### src/pin_ctrl_pkg.sv
// Constants and types for the receiver's dedicated control and status pins.
// Assumes a single 200 MHz clock and an asynchronous active-high reset.
// Functional notes
// - Shared pins carry the peripheral serial port only while the select strap is low.
// - Strap high maps shared pins to async transmit, receive, two-wire data and clock.
// - Restart pin is input only; undriven it reads high through a pull-up.
// - Restart held low at least 100 ms triggers a cold start.
// - Pin-triggered cold restart erases all retained receiver information.
// - Recovery strap sampled at power-up; low enters recovery mode, positioning off.
// - Recovery mode blocks USB; async, two-wire and peripheral ports still work.
// - A dedicated output carries the periodic time pulse configured elsewhere.
// - Interrupt input function is off after reset until configured.
// - Interrupt input edges may serve as a frequency reference for clock calibration.
// - When configured, interrupt input activity wakes the device from backup.
// - Status pin blinks while corrections are used with a float carrier-phase solution.
// - Status pin held low while a fixed carrier-phase solution holds.
// - Status pin held high while no carrier-phase solution exists.
// - Only supported and used correction messages count as valid.
// - Antenna power enable is deasserted during software backup mode.
package pin_ctrl_pkg;
  localparam int unsigned clk_freq_hz = 200_000_000;
  localparam int unsigned restart_min_ms = 100;
  localparam int unsigned restart_min_cycles = restart_min_ms * (clk_freq_hz / 1000);
  localparam int unsigned blink_half_ms = 250;
  localparam int unsigned blink_half_cycles = blink_half_ms * (clk_freq_hz / 1000);
  localparam int unsigned count_width = 32;
  localparam int unsigned sync_stages = 2;
  localparam logic [1:0] strap_settle_count = 2'h2;
  localparam int unsigned cal_width = 32;
  localparam logic [1:0] carrier_none = 2'h0;
  localparam logic [1:0] carrier_float = 2'h1;
  localparam logic [1:0] carrier_fixed = 2'h2;
  localparam logic status_reset_level = 1'b1;
  localparam logic antenna_reset_level = 1'b1;
  typedef enum logic [1:0] {boot_wait, boot_normal, boot_recovery} boot_state_t;
endpackage : pin_ctrl_pkg

### src/bit_sync.sv
// Two-stage level synchroniser.
// Assumes the input is a level from outside the clock domain.
`timescale 1ns/100ps
`default_nettype none
module bit_sync #(
  parameter logic reset_level = 1'b0
) (
  input wire logic clk_in,
  input wire logic reset_in,
  input wire logic d_in,
  output logic q_out
);
  logic stage1_reg;
  logic stage2_reg;
  always_ff @(posedge clk_in or posedge reset_in) begin
    if (reset_in) begin
      stage1_reg <= reset_level;
      stage2_reg <= reset_level;
    end else begin
      stage1_reg <= d_in;
      stage2_reg <= stage1_reg;
    end
  end
  assign q_out = stage2_reg;
endmodule : bit_sync
`default_nettype wire

### src/host_port_select.sv
// Top of the dedicated control and status pins: port mux, restart, recovery
// strap, time pulse, interrupt input, correction status and antenna enable.
// Assumes pin inputs are asynchronous levels and port side signals are internal.
`timescale 1ns/100ps
`default_nettype none
module host_port_select #(
  parameter int unsigned restart_cycles = pin_ctrl_pkg::restart_min_cycles,
  parameter int unsigned blink_cycles = pin_ctrl_pkg::blink_half_cycles
) (
  input wire logic clk_in,
  input wire logic reset_in,
  // Straps and restart
  input wire logic port_select_in,
  input wire logic recovery_boot_n_in,
  input wire logic restart_n_in,
  // Shared pins
  input wire logic pin_a_in,
  output logic pin_a_out,
  output logic pin_a_oe_out,
  input wire logic pin_b_in,
  output logic pin_b_out,
  output logic pin_b_oe_out,
  input wire logic pin_c_in,
  output logic pin_c_out,
  output logic pin_c_oe_out,
  input wire logic pin_d_in,
  output logic pin_d_out,
  output logic pin_d_oe_out,
  // Peripheral serial port side
  input wire logic periph_serial_out_in,
  output logic periph_serial_in_out,
  output logic periph_select_n_out,
  output logic periph_clock_out,
  output logic periph_enable_out,
  // Async port and two-wire side
  input wire logic async_tx_in,
  output logic async_rx_out,
  output logic async_enable_out,
  input wire logic twowire_data_drive_low_in,
  input wire logic twowire_clock_drive_low_in,
  output logic twowire_data_out,
  output logic twowire_clock_out,
  // USB gating
  output logic usb_enable_out,
  // Boot and restart
  output logic recovery_mode_out,
  output logic positioning_enable_out,
  output logic cold_start_out,
  output logic erase_retained_out,
  // Time pulse
  input wire logic time_pulse_in,
  output logic precise_second_marker_out,
  // Interrupt input
  input wire logic ext_interrupt_in,
  input wire logic ext_interrupt_enable_in,
  input wire logic freq_aid_enable_in,
  input wire logic wake_on_interrupt_in,
  input wire logic backup_mode_in,
  output logic [pin_ctrl_pkg::cal_width-1:0] ref_period_out,
  output logic ref_period_valid_out,
  output logic wake_out,
  // Correction status
  input wire logic [1:0] carrier_solution_field_in,
  input wire logic correction_supported_in,
  input wire logic correction_used_in,
  output logic carrier_fix_indicator_out,
  // Antenna
  input wire logic software_backup_in,
  output logic antenna_power_enable_out
);
  import pin_ctrl_pkg::*;

  // ------------------------------------------------------------
  // Input synchronisers
  // ------------------------------------------------------------
  logic sel_sync;
  logic boot_n_sync;
  logic restart_n_sync;
  logic extint_sync;
  bit_sync #(.reset_level(1'b0)) u_sel_sync (.clk_in(clk_in), .reset_in(reset_in),
    .d_in(port_select_in), .q_out(sel_sync));
  bit_sync #(.reset_level(1'b1)) u_boot_sync (.clk_in(clk_in), .reset_in(reset_in),
    .d_in(recovery_boot_n_in), .q_out(boot_n_sync));
  bit_sync #(.reset_level(1'b1)) u_restart_sync (.clk_in(clk_in), .reset_in(reset_in),
    .d_in(restart_n_in), .q_out(restart_n_sync));
  bit_sync #(.reset_level(1'b0)) u_extint_sync (.clk_in(clk_in), .reset_in(reset_in),
    .d_in(ext_interrupt_in), .q_out(extint_sync));

  // ------------------------------------------------------------
  // Strap capture after reset release
  // ------------------------------------------------------------
  boot_state_t boot_reg;
  boot_state_t boot_next;
  logic sel_reg;
  logic sel_next;
  // Two-cycle settle before straps are trusted
  logic [1:0] settle_reg;
  logic [1:0] settle_next;
  always_comb begin
    settle_next = (settle_reg == strap_settle_count) ? settle_reg : settle_reg + 2'h1;
  end
  always_comb begin
    boot_next = boot_reg;
    sel_next = sel_reg;
    if (settle_reg == strap_settle_count) begin
      case (boot_reg)
        boot_wait: begin
          sel_next = sel_sync;
          boot_next = boot_n_sync ? boot_normal : boot_recovery;
        end
        boot_normal: begin
          boot_next = boot_normal;
        end
        default: begin
          boot_next = boot_recovery;
        end
      endcase
    end
  end
  always_ff @(posedge clk_in or posedge reset_in) begin
    if (reset_in) begin
      boot_reg <= boot_wait;
      sel_reg <= 1'b0;
      settle_reg <= 2'h0;
    end else begin
      settle_reg <= settle_next;
      boot_reg <= boot_next;
      sel_reg <= sel_next;
    end
  end
  logic booted;
  assign booted = (boot_reg != boot_wait);
  assign recovery_mode_out = (boot_reg == boot_recovery);
  assign positioning_enable_out = (boot_reg == boot_normal);
  assign usb_enable_out = (boot_reg == boot_normal);

  // ------------------------------------------------------------
  // Shared pin routing
  // ------------------------------------------------------------
  logic periph_mode;
  assign periph_mode = booted && !sel_reg;
  assign periph_enable_out = periph_mode;
  assign async_enable_out = booted && sel_reg;
  // Pin A: serial data out or async transmit
  assign pin_a_out = periph_mode ? periph_serial_out_in : async_tx_in;
  assign pin_a_oe_out = booted;
  // Pin B: serial data in or async receive, input only
  assign pin_b_out = 1'b0;
  assign pin_b_oe_out = 1'b0;
  assign periph_serial_in_out = periph_mode ? pin_b_in : 1'b1;
  assign async_rx_out = (booted && sel_reg) ? pin_b_in : 1'b1;
  // Pins C and D: select and clock, or open-drain two-wire data and clock
  assign pin_c_out = 1'b0;
  assign pin_c_oe_out = booted && sel_reg && twowire_data_drive_low_in;
  assign pin_d_out = 1'b0;
  assign pin_d_oe_out = booted && sel_reg && twowire_clock_drive_low_in;
  assign periph_select_n_out = periph_mode ? pin_c_in : 1'b1;
  assign periph_clock_out = periph_mode ? pin_d_in : 1'b0;
  assign twowire_data_out = (booted && sel_reg) ? pin_c_in : 1'b1;
  assign twowire_clock_out = (booted && sel_reg) ? pin_d_in : 1'b1;

  // ------------------------------------------------------------
  // Cold restart from long low pulse
  // ------------------------------------------------------------
  logic restart_fire;
  low_pulse_timer #(.limit(restart_cycles)) u_restart_timer (.clk_in(clk_in),
    .reset_in(reset_in), .level_n_in(restart_n_sync), .fire_out(restart_fire));
  assign cold_start_out = restart_fire;
  assign erase_retained_out = restart_fire;

  // ------------------------------------------------------------
  // Time pulse output
  // ------------------------------------------------------------
  logic marker_reg;
  logic marker_next;
  always_comb begin
    marker_next = time_pulse_in;
  end

  // ------------------------------------------------------------
  // Interrupt input: edge period and wake
  // ------------------------------------------------------------
  logic extint_prev_reg;
  logic [cal_width-1:0] period_cnt_reg;
  logic [cal_width-1:0] period_cnt_next;
  logic [cal_width-1:0] period_reg;
  logic [cal_width-1:0] period_next;
  logic period_valid_reg;
  logic period_valid_next;
  logic seen_edge_reg;
  logic seen_edge_next;
  logic wake_reg;
  logic wake_next;
  logic rise;
  assign rise = extint_sync && !extint_prev_reg;
  always_comb begin
    period_cnt_next = period_cnt_reg + cal_width'(1);
    period_next = period_reg;
    period_valid_next = 1'b0;
    seen_edge_next = seen_edge_reg;
    wake_next = 1'b0;
    if (!ext_interrupt_enable_in) begin
      period_cnt_next = '0;
      seen_edge_next = 1'b0;
    end else begin
      if (rise && freq_aid_enable_in) begin
        period_cnt_next = cal_width'(1);
        seen_edge_next = 1'b1;
        if (seen_edge_reg) begin
          period_next = period_cnt_reg;
          period_valid_next = 1'b1;
        end
      end
      wake_next = backup_mode_in && wake_on_interrupt_in &&
        (extint_sync != extint_prev_reg);
    end
  end

  // ------------------------------------------------------------
  // Correction status indicator
  // ------------------------------------------------------------
  logic [count_width-1:0] blink_cnt_reg;
  logic [count_width-1:0] blink_cnt_next;
  logic status_reg;
  logic status_next;
  logic corr_valid;
  assign corr_valid = correction_supported_in && correction_used_in;
  always_comb begin
    blink_cnt_next = '0;
    status_next = status_reset_level;
    if (carrier_solution_field_in == carrier_fixed) begin
      status_next = 1'b0;
    end else if (corr_valid && carrier_solution_field_in == carrier_float) begin
      status_next = status_reg;
      blink_cnt_next = blink_cnt_reg + count_width'(1);
      if (blink_cnt_reg >= count_width'(blink_cycles - 1)) begin
        blink_cnt_next = '0;
        status_next = !status_reg;
      end
    end else begin
      status_next = 1'b1;
    end
  end

  // ------------------------------------------------------------
  // Antenna power enable and output registers
  // ------------------------------------------------------------
  logic antenna_reg;
  logic antenna_next;
  always_comb begin
    antenna_next = !software_backup_in;
  end
  always_ff @(posedge clk_in or posedge reset_in) begin
    if (reset_in) begin
      marker_reg <= 1'b0;
      extint_prev_reg <= 1'b0;
      period_cnt_reg <= '0;
      period_reg <= '0;
      period_valid_reg <= 1'b0;
      seen_edge_reg <= 1'b0;
      wake_reg <= 1'b0;
      blink_cnt_reg <= '0;
      status_reg <= status_reset_level;
      antenna_reg <= antenna_reset_level;
    end else begin
      marker_reg <= marker_next;
      extint_prev_reg <= extint_sync;
      period_cnt_reg <= period_cnt_next;
      period_reg <= period_next;
      period_valid_reg <= period_valid_next;
      seen_edge_reg <= seen_edge_next;
      wake_reg <= wake_next;
      blink_cnt_reg <= blink_cnt_next;
      status_reg <= status_next;
      antenna_reg <= antenna_next;
    end
  end
  assign precise_second_marker_out = marker_reg;
  assign ref_period_out = period_reg;
  assign ref_period_valid_out = period_valid_reg;
  assign wake_out = wake_reg;
  assign carrier_fix_indicator_out = status_reg;
  assign antenna_power_enable_out = antenna_reg;
endmodule : host_port_select
`default_nettype wire

### src/low_pulse_timer.sv
// Counts how long a synchronised level has been low; fires once at the limit.
// Assumes the input is already synchronous to clk_in.
`timescale 1ns/100ps
`default_nettype none
module low_pulse_timer #(
  parameter int unsigned limit = 4
) (
  input wire logic clk_in,
  input wire logic reset_in,
  input wire logic level_n_in,
  output logic fire_out
);
  import pin_ctrl_pkg::*;
  logic [count_width-1:0] count_reg;
  logic [count_width-1:0] count_next;
  logic fire_reg;
  logic fire_next;
  always_comb begin
    count_next = count_reg;
    fire_next = 1'b0;
    if (level_n_in) begin
      count_next = '0;
    end else if (count_reg < count_width'(limit)) begin
      count_next = count_reg + count_width'(1);
      fire_next = (count_next == count_width'(limit));
    end
  end
  always_ff @(posedge clk_in or posedge reset_in) begin
    if (reset_in) begin
      count_reg <= '0;
      fire_reg <= 1'b0;
    end else begin
      count_reg <= count_next;
      fire_reg <= fire_next;
    end
  end
  assign fire_out = fire_reg;
endmodule : low_pulse_timer
`default_nettype wire

### config.mk
export PLATFORM = sky130hd
export DESIGN_NAME = host_port_select
export DESIGN_NICKNAME = d
export VERILOG_FILES = /design/src/pin_ctrl_pkg.sv /design/src/bit_sync.sv /design/src/host_port_select.sv /design/src/low_pulse_timer.sv
export SDC_FILE = /design/constraint.sdc
export NUM_CORES = 1
export LEC_CHECK = 0
export BUFFER_PORTS_ARGS = -buffer_cell sky130_fd_sc_hd__buf_2
export CAP_MARGIN = 25
export CORE_AREA = 10 10 163 165
export DETAILED_ROUTE_END_ITERATION = 10
export DIE_AREA = 0 0 173 175
export GPL_TIMING_DRIVEN = 0
export HOLD_SLACK_MARGIN = 0.02
export PLACE_DENSITY = 0.53
export SYNTH_ARGS = -nofsm -noshare
export SYNTH_HDL_FRONTEND = slang
export SYNTH_SLANG_ARGS = --single-unit
### constraint.sdc
create_clock -name clk_in -period 5.5 [get_ports clk_in]
set_input_delay 1.1 -clock clk_in [delete_from_list [all_inputs] [get_ports clk_in]]
set_output_delay 1.1 -clock clk_in [all_outputs]
set_load 0.02 [all_outputs]
==> impl_metrics.toml, run 1 <==
[outcome]
status = "finished, final reports clean"

[timing]
clock.fmax_mhz = 356.0
drv_slew = 0
fin_crit_sh = 0.5108
setup_viol = 0
finalHoldViolCount = 0
tns_ns = 0
fin_skew_ns = 0.007605
fin_crit_ns = 2.809
fin_ws_ns = 2.691
relSlewSlack = 0.6204
worstMarginPinSlew_ns = 0.5650
rsz0062_at_grt = "no"

[clocking]
htreeDepth = 4
clk_pin_slew_ns = 0.06
ctsResizeCount = 0
insertion_delay_ns = 0.42
cts_setup_buffers = 0
cts_buffers = 17
clock-sinks = 149
cts_tree = "done"
cts_root_buffer = "clkbuf_16"
cts_hold_buf = 0
cts_buffer_depth = 2

[detailed_routing]
drtIter0Drc = 266
via_count = 5130
drcViolationCount = 0
drtPass1Iterations = 4
wirelength_um = 15290
routedWlPerCell_um = 13.49
postRouteAntennaNets = 0
vias_per_cell = 4.528

[worst_hold_path]
min_path_type = "flip-flop to flip-flop"
whs_path_depth = 0

[global_route]
grt_pass1_wl_um = 26480
grt_pass1_vias = 5154
grt_max_degree = 97
gr-total-overflow = 0
antenna_found_initial = 1
grt_usage = 0.1048

[floorplanning]
fp.dieW_um = 173
rows = 56
die_area_sq_um = 30280
die_y_um = 175
start_util = 0.2956
coreArea_sq_um = 23260
pin_count = 82

[synthesis]
synth_area_sq_um = 6877
synth_common_cells = "dfrtp_1, nand2_1, nor2_1"
synth_cell_type_count = 56
ys_top_cells_by_area = "dfrtp_1, nand2_1, xor2_1"
netlist_instances = 696
yosysMostFrequentCell = "dfrtp_1"
yosys_register_bits = 149
synth_edf_count = 0
yosysWarnings = 0
yosys.area.top_type_share = 0.5204
yosysSeqAreaShare = 0.5433
yosysTopAreaCell = "dfrtp_1"
avgSynthCellArea_sq_um = 9.880
synth-async-reset-ratio = 1.000
ys.flop_type = "dfrtp_1"

[placed_design]
pre_cts_slack_ns = 2.696
place.gp.congestion = 0.7964
place_area_sq_um = 7722
numPortBuffers = 76
hpwl_um = 10650

[critical_path]
critical_path_buf_inv_count = 2
cp.required_ns = 4.40
crit_top_cell = "buf_2"
path_cells = "buf_2 -> or3_1 -> buf_2"
r2r_cells = 7
cp-start-kind = "input pin"
path_max_fanout = 2
cp_top_family = "simple AND/OR/NAND/NOR gates"
critical_path_arrival_ns = 1.71
worstSetupPathType = "input pin to primary output"
crit_path_top_delay_cell = "or3_1"
slowest_delay_ns = 0.34
crit_cells = 3
endpoint_kind = "primary output"

[pwr]
p_leak_nw = 3.800
power_density_nw_per_um2 = 283.3
power_w = 0.002349
ir_drop_v = 0.0001744

[layout]
fin_nets = 830
fin_util = 0.3565
diodes = 0
drive_above_1_share = 0.1744
stdcell_area_sq_um = 8293
area_growth_syn_to_layout_pct = 20.60
fill_cells = 2433

[job]
drv_cap = 0
path summary, 6_finish.rpt:
check / start / end / slack, ns
min in group asynchronous: reset_in / boot_reg[1] / 0.74
max in group asynchronous: reset_in / ref_period_out[10] / 3.91
worst min register to register: u_extint_sync.stage1_reg / u_extint_sync.q_out / 0.35
worst max-delay path: pin_c_in / periph_select_n_out / 2.69
worst max register to register: u_restart_timer.count_reg[10] / u_restart_timer.fire_out / 3.18
worst min-delay path: u_extint_sync.stage1_reg / u_extint_sync.q_out / 0.35
through the flow:
stage | hold WS (ns) | instances
detailed placement | 0.3370 | 1101
finish | 0.3486 | 1133
global placement | 0.3339 | 1100
global route | 0.3560 | 1133
CTS | 0.3532 | 1133
floorplan | 0.3312 | 705
routing by layer:
layer,vias to the layer above,part of all wire,track usage
met5,-,0.00085,0
met4,2,0.0076,0.03018
met3,9,0.053,0.03794
met2,98,0.46,0.1617
met1,2457,0.48,0.1349
li1,2564,-,-
kinds of logic (layout without fill, tap and decap cells):
| logic type | after synthesis | after routing | share of synthesized area |
|---|---|---|---|
| simple gates | 368 | 368 | 0.2666 |
| fa+ha+maj | 5 | 5 | 0.009098 |
| flops | 149 | 149 | 0.5433 |
| xor+xnor | 78 | 78 | 0.09935 |
| compound gates | 41 | 41 | 0.04094 |
| other cells | 1 | 10 | 0.0005453 |
| mux | 6 | 6 | 0.009279 |
| buf+inv | 48 | 157 | 0.03093 |
area by class of cell:
type	count	area [sq um]	area share
Clock inverter	11	90.09	0.01086
Clock buffer	21	480.5	0.05794
Buffer	34	160.2	0.01931
Inverter	14	57.56	0.006940
Sequential cell	149	3736	0.4505
Timing Repair Buffer	77	407.9	0.04919
Multi-Input combinational cell	508	2962	0.3571
Tap cell	319	399.1	0.04813
where the power goes:
part | switching, W | internal, W | total, W
combinational | 0.0000739 | 0.0000340 | 0.000108
clock | 0.000485 | 0.000634 | 0.00112
sequential | 0.0000107 | 0.00111 | 0.00112
cells in the final DEF (no fill, tap or decap), types with 17 or more instances in the layout:
cell	netlist	routed
buf_2	8	84
xor2_1	50	50
nand4_1	31	31
nand3_1	32	32
clkbuf_1	20	20
xnor2_1	28	28
nand2_1	123	123
nor3_1	35	35
dfrtp_1	143	143
clkbuf_16	0	17
nor2_1	70	70
(Power assumes the default switching activity.)
==> inputs of run 2 (changes only) <==
--- a/config.mk
+++ b/config.mk
@@ -5,14 +5,15 @@
 export SDC_FILE = /design/constraint.sdc
 export NUM_CORES = 1
 export LEC_CHECK = 0
+export ABC_AREA = 1
 export BUFFER_PORTS_ARGS = -buffer_cell sky130_fd_sc_hd__buf_2
 export CAP_MARGIN = 25
-export CORE_AREA = 10 10 163 165
+export CORE_AREA = 10 10 170 172
 export DETAILED_ROUTE_END_ITERATION = 10
-export DIE_AREA = 0 0 173 175
+export DIE_AREA = 0 0 180 182
 export GPL_TIMING_DRIVEN = 0
 export HOLD_SLACK_MARGIN = 0.02
-export PLACE_DENSITY = 0.53
+export PLACE_DENSITY = 0.55
 export SYNTH_ARGS = -nofsm -noshare
 export SYNTH_HDL_FRONTEND = slang
 export SYNTH_SLANG_ARGS = --single-unit
==> constraint.sdc (replaced) <==
create_clock -name clk_in -period 2.25 [get_ports clk_in]
set_input_delay 0.45 -clock clk_in [delete_from_list [all_inputs] [get_ports clk_in]]
set_output_delay 0.45 -clock clk_in [all_outputs]
set_load 0.02 [all_outputs]
==> run 2 against run 1 <==
  * Sequential share of layout area decreased by 4.1 points
  * Wire length increased by 19%
  * Combinational power increased to 6.8 times the previous value
  * Synthesized cell count increased by 30%
  * Synthesized area increased by 9.8%
  * Count of clock-buffer cells in the layout decreased by 4
  * First-iteration DRC count increased by 56%
  * Critical path depth increased by 4
  * Sequential power increased to 2.6 times the previous value
  * Clock power increased to 2.8 times the previous value
  * Largest cell class unchanged
  * Largest power group is now the clock network
==> impl_metrics.toml, run 2 <==
[critical_path]
path_cells = "ha_1 -> nand2_1 -> nand2_1 -> inv_1 -> clkbuf_1 -> o21ai_0 -> a21oi_1"
critical_path_arrival_ns = 2.33
cp_top_family = "buffers and inverters"
path_max_fanout = 10
crit_top_cell = "nand2_1"
cp-start-kind = "flip-flop"
critical_path_buf_inv_count = 2
slowest_delay_ns = 0.39
cp.required_ns = 2.60
crit_path_top_delay_cell = "dfrtp_1"
worstSetupPathType = "flip-flop to flip-flop"
endpoint_kind = "flip-flop"

[floorplanning]
start_util = 0.2947
coreArea_sq_um = 25620
fp.dieW_um = 180
die_area_sq_um = 32760
pin_count = 82
die_y_um = 182
rows = 59

[detailed_routing]
wirelength_um = 18190
vias_per_cell = 4.520
drcViolationCount = 0
postRouteAntennaNets = 0
drtPass1Iterations = 7
drtIter0Drc = 414
via_count = 6147
routedWlPerCell_um = 13.37

[pwr]
ir_drop_v = 0.0005064
intPower_w = 0.004853
switching_share = 0.2775
seq_power_share = 0.431
p_sw_w = 0.001864
pwr-share-clk = 0.460
p_leak_nw = 4.093
p_comb_frac = 0.109
power_density_nw_per_um2 = 736.6

[synthesis]
synth_top_family_by_area = "simple AND/OR/NAND/NOR gates"
synth_cell_type_count = 48
synth_mux_area_frac = 0.02536
ys.flop_type = "dfrtp_1"
netlist_instances = 903
yosys.area.top_type_share = 0.4740
synth-async-reset-ratio = 1.000
ys_top_cells_by_area = "dfrtp_1, nand2_1, nor2_1"
yosysMostFrequentCell = "nand2_1"
yosysTopAreaCell = "dfrtp_1"
synthAdderAreaFrac = 0.008286
yosys_register_bits = 149
yosysSeqAreaShare = 0.4949
synth_area_sq_um = 7550
avgSynthCellArea_sq_um = 8.361
synth_compound_area_frac = 0.08071
synth-simple-area-share = 0.2995
yosysWarnings = 0
synth_edf_count = 0
synthXorXnorAreaFrac = 0.02088
synth_common_cells = "nand2_1, dfrtp_1, nor2_1"

[timing]
finalHoldViolCount = 0
fin_crit_ns = 1.976
fin_crit_sh = 0.8780
drv_slew = 0
relSlewSlack = 0.5794
setup_viol = 0
worstMarginPinSlew_ns = 0.6309
rsz0062_at_grt = "no"
clock.fmax_mhz = 506.2
fin_skew_ns = 0.01213

[clocking]
cts_setup_buffers = 0
clk_pin_slew_ns = 0.07
clock-sinks = 149
cts_tree = "done"
cts_buffer_depth = 2
htreeDepth = 4
insertion_delay_ns = 0.43
cts_buffers = 17
cts_root_buffer = "clkbuf_16"

[placed_design]
hpwl_um = 13710
numPortBuffers = 76
place.gp.congestion = 0.8661
place_area_sq_um = 8467

[worst_hold_path]
min_path_type = "input pin to flip-flop"

[global_route]
gr-total-overflow = 0
grt_pass1_vias = 6018
antenna_found_initial = 0
grt_max_degree = 41
grt_pass1_wl_um = 30380
grt_usage = 0.1112

[layout]
fill_cells = 2613
final_cell_mix = "nand2_1, dfrtp_1, nor2_1"
drive_above_1_share = 0.2088
stdcell_area_sq_um = 9119
diodes = 0
ff_latch_area_sq_um = 3736
area_growth_syn_to_layout_pct = 20.78
fin_nets = 1041
final_common_cell = "nand2_1"
fin_util = 0.3560
multi_input_comb_area_sq_um = 3326

[outcome]
status = "finished, final reports clean"

[job]
drv_cap = 0
==> run 2: cell types whose count changed after synthesis, sizes merged, moves of 14 or more <==
cell,change
mux2,+14
inv,+93
nand4,-15
a21oi,+32
xor2,-36
and3,-15
clkbuf,-14
o21ai,+36
xnor2,-24
nand3,+22
nor2,+95
nand2,+74
==> run 2: path summary, 6_finish.rpt <==
path,start,endpoint,slack (ns),depth (start not counted)
max,u_extint_sync.q_out,period_cnt_reg[26],0.27,7
min,software_backup_in,antenna_power_enable_out,0.12,2
min in group asynchronous,reset_in,period_cnt_reg[26],0.56,3
max in group asynchronous,reset_in,u_restart_sync.stage1_reg,0.90,5
min reg2reg,u_sel_sync.stage1_reg,u_sel_sync.q_out,0.35,0
max reg2reg,u_extint_sync.q_out,period_cnt_reg[26],0.27,7
==> run 2: cell type report <==
class	instances	share of cell area
Buffer	20	0.01358
Clock buffer	17	0.04665
Clock inverter	15	0.02291
Inverter	108	0.04487
Multi-Input combinational cell	635	0.3647
Sequential cell	149	0.4097
Tap cell	335	0.04597
Timing Repair Buffer	81	0.05159
==> run 2: per-stage QoR <==
stage               instances  setup TNS (ns)  hold slack [ns]  worst slack [ns]  power (W)
floorplan                 912          -10.02           0.3312          -0.07008   0.003414
global placement         1323         -172.72           0.3366            -1.201   0.003671
detailed placement       1327               0           0.3379            0.1272   0.003698
CTS                      1360               0           0.1039            0.1158   0.006822
global route             1360               0           0.1010           0.01497   0.006994
finish                   1360               0           0.1232            0.2744   0.006717
==> run 2: what timing repair did <==
| item | CTS | global route |
|---|---|---|
| resized for setup | 0 | 3 |
| endpoints found under the hold margin | 12 | 0 |
| setup endpoints to repair | 0 | 2 |
| hold buffers | 1 | 0 |
==> run 2: power groups by stage <==
stage / clock [W] / sequential (W) / combinational, W
floorplan: 0 / 0.00303 / 0.000388
global placement: 0 / 0.00295 / 0.000723
detailed placement: 0 / 0.00295 / 0.000748
CTS: 0.00317 / 0.00290 / 0.000752
global route: 0.00327 / 0.00292 / 0.000809
finish: 0.00309 / 0.00290 / 0.000730
==> run 2: kinds of logic (layout without fill, tap and decap cells) <==
group           after synthesis  count (layout)
compound gates              106             106
xor+xnor                     18              18
fa+ha+maj                     5               5
buf+inv                     128             241
flops                       149             149
mux                          17              17
other cells                   1              10
simple gates                479             479
==> run 2: layer usage <==
metal  GRT usage  up-vias  routed length, um
met5           0        -                  0
met4     0.02977        0                189
met3     0.02565       17                642
met2      0.1845      109               8733
met1      0.1420     2888               8623
li1            -     3133                  -
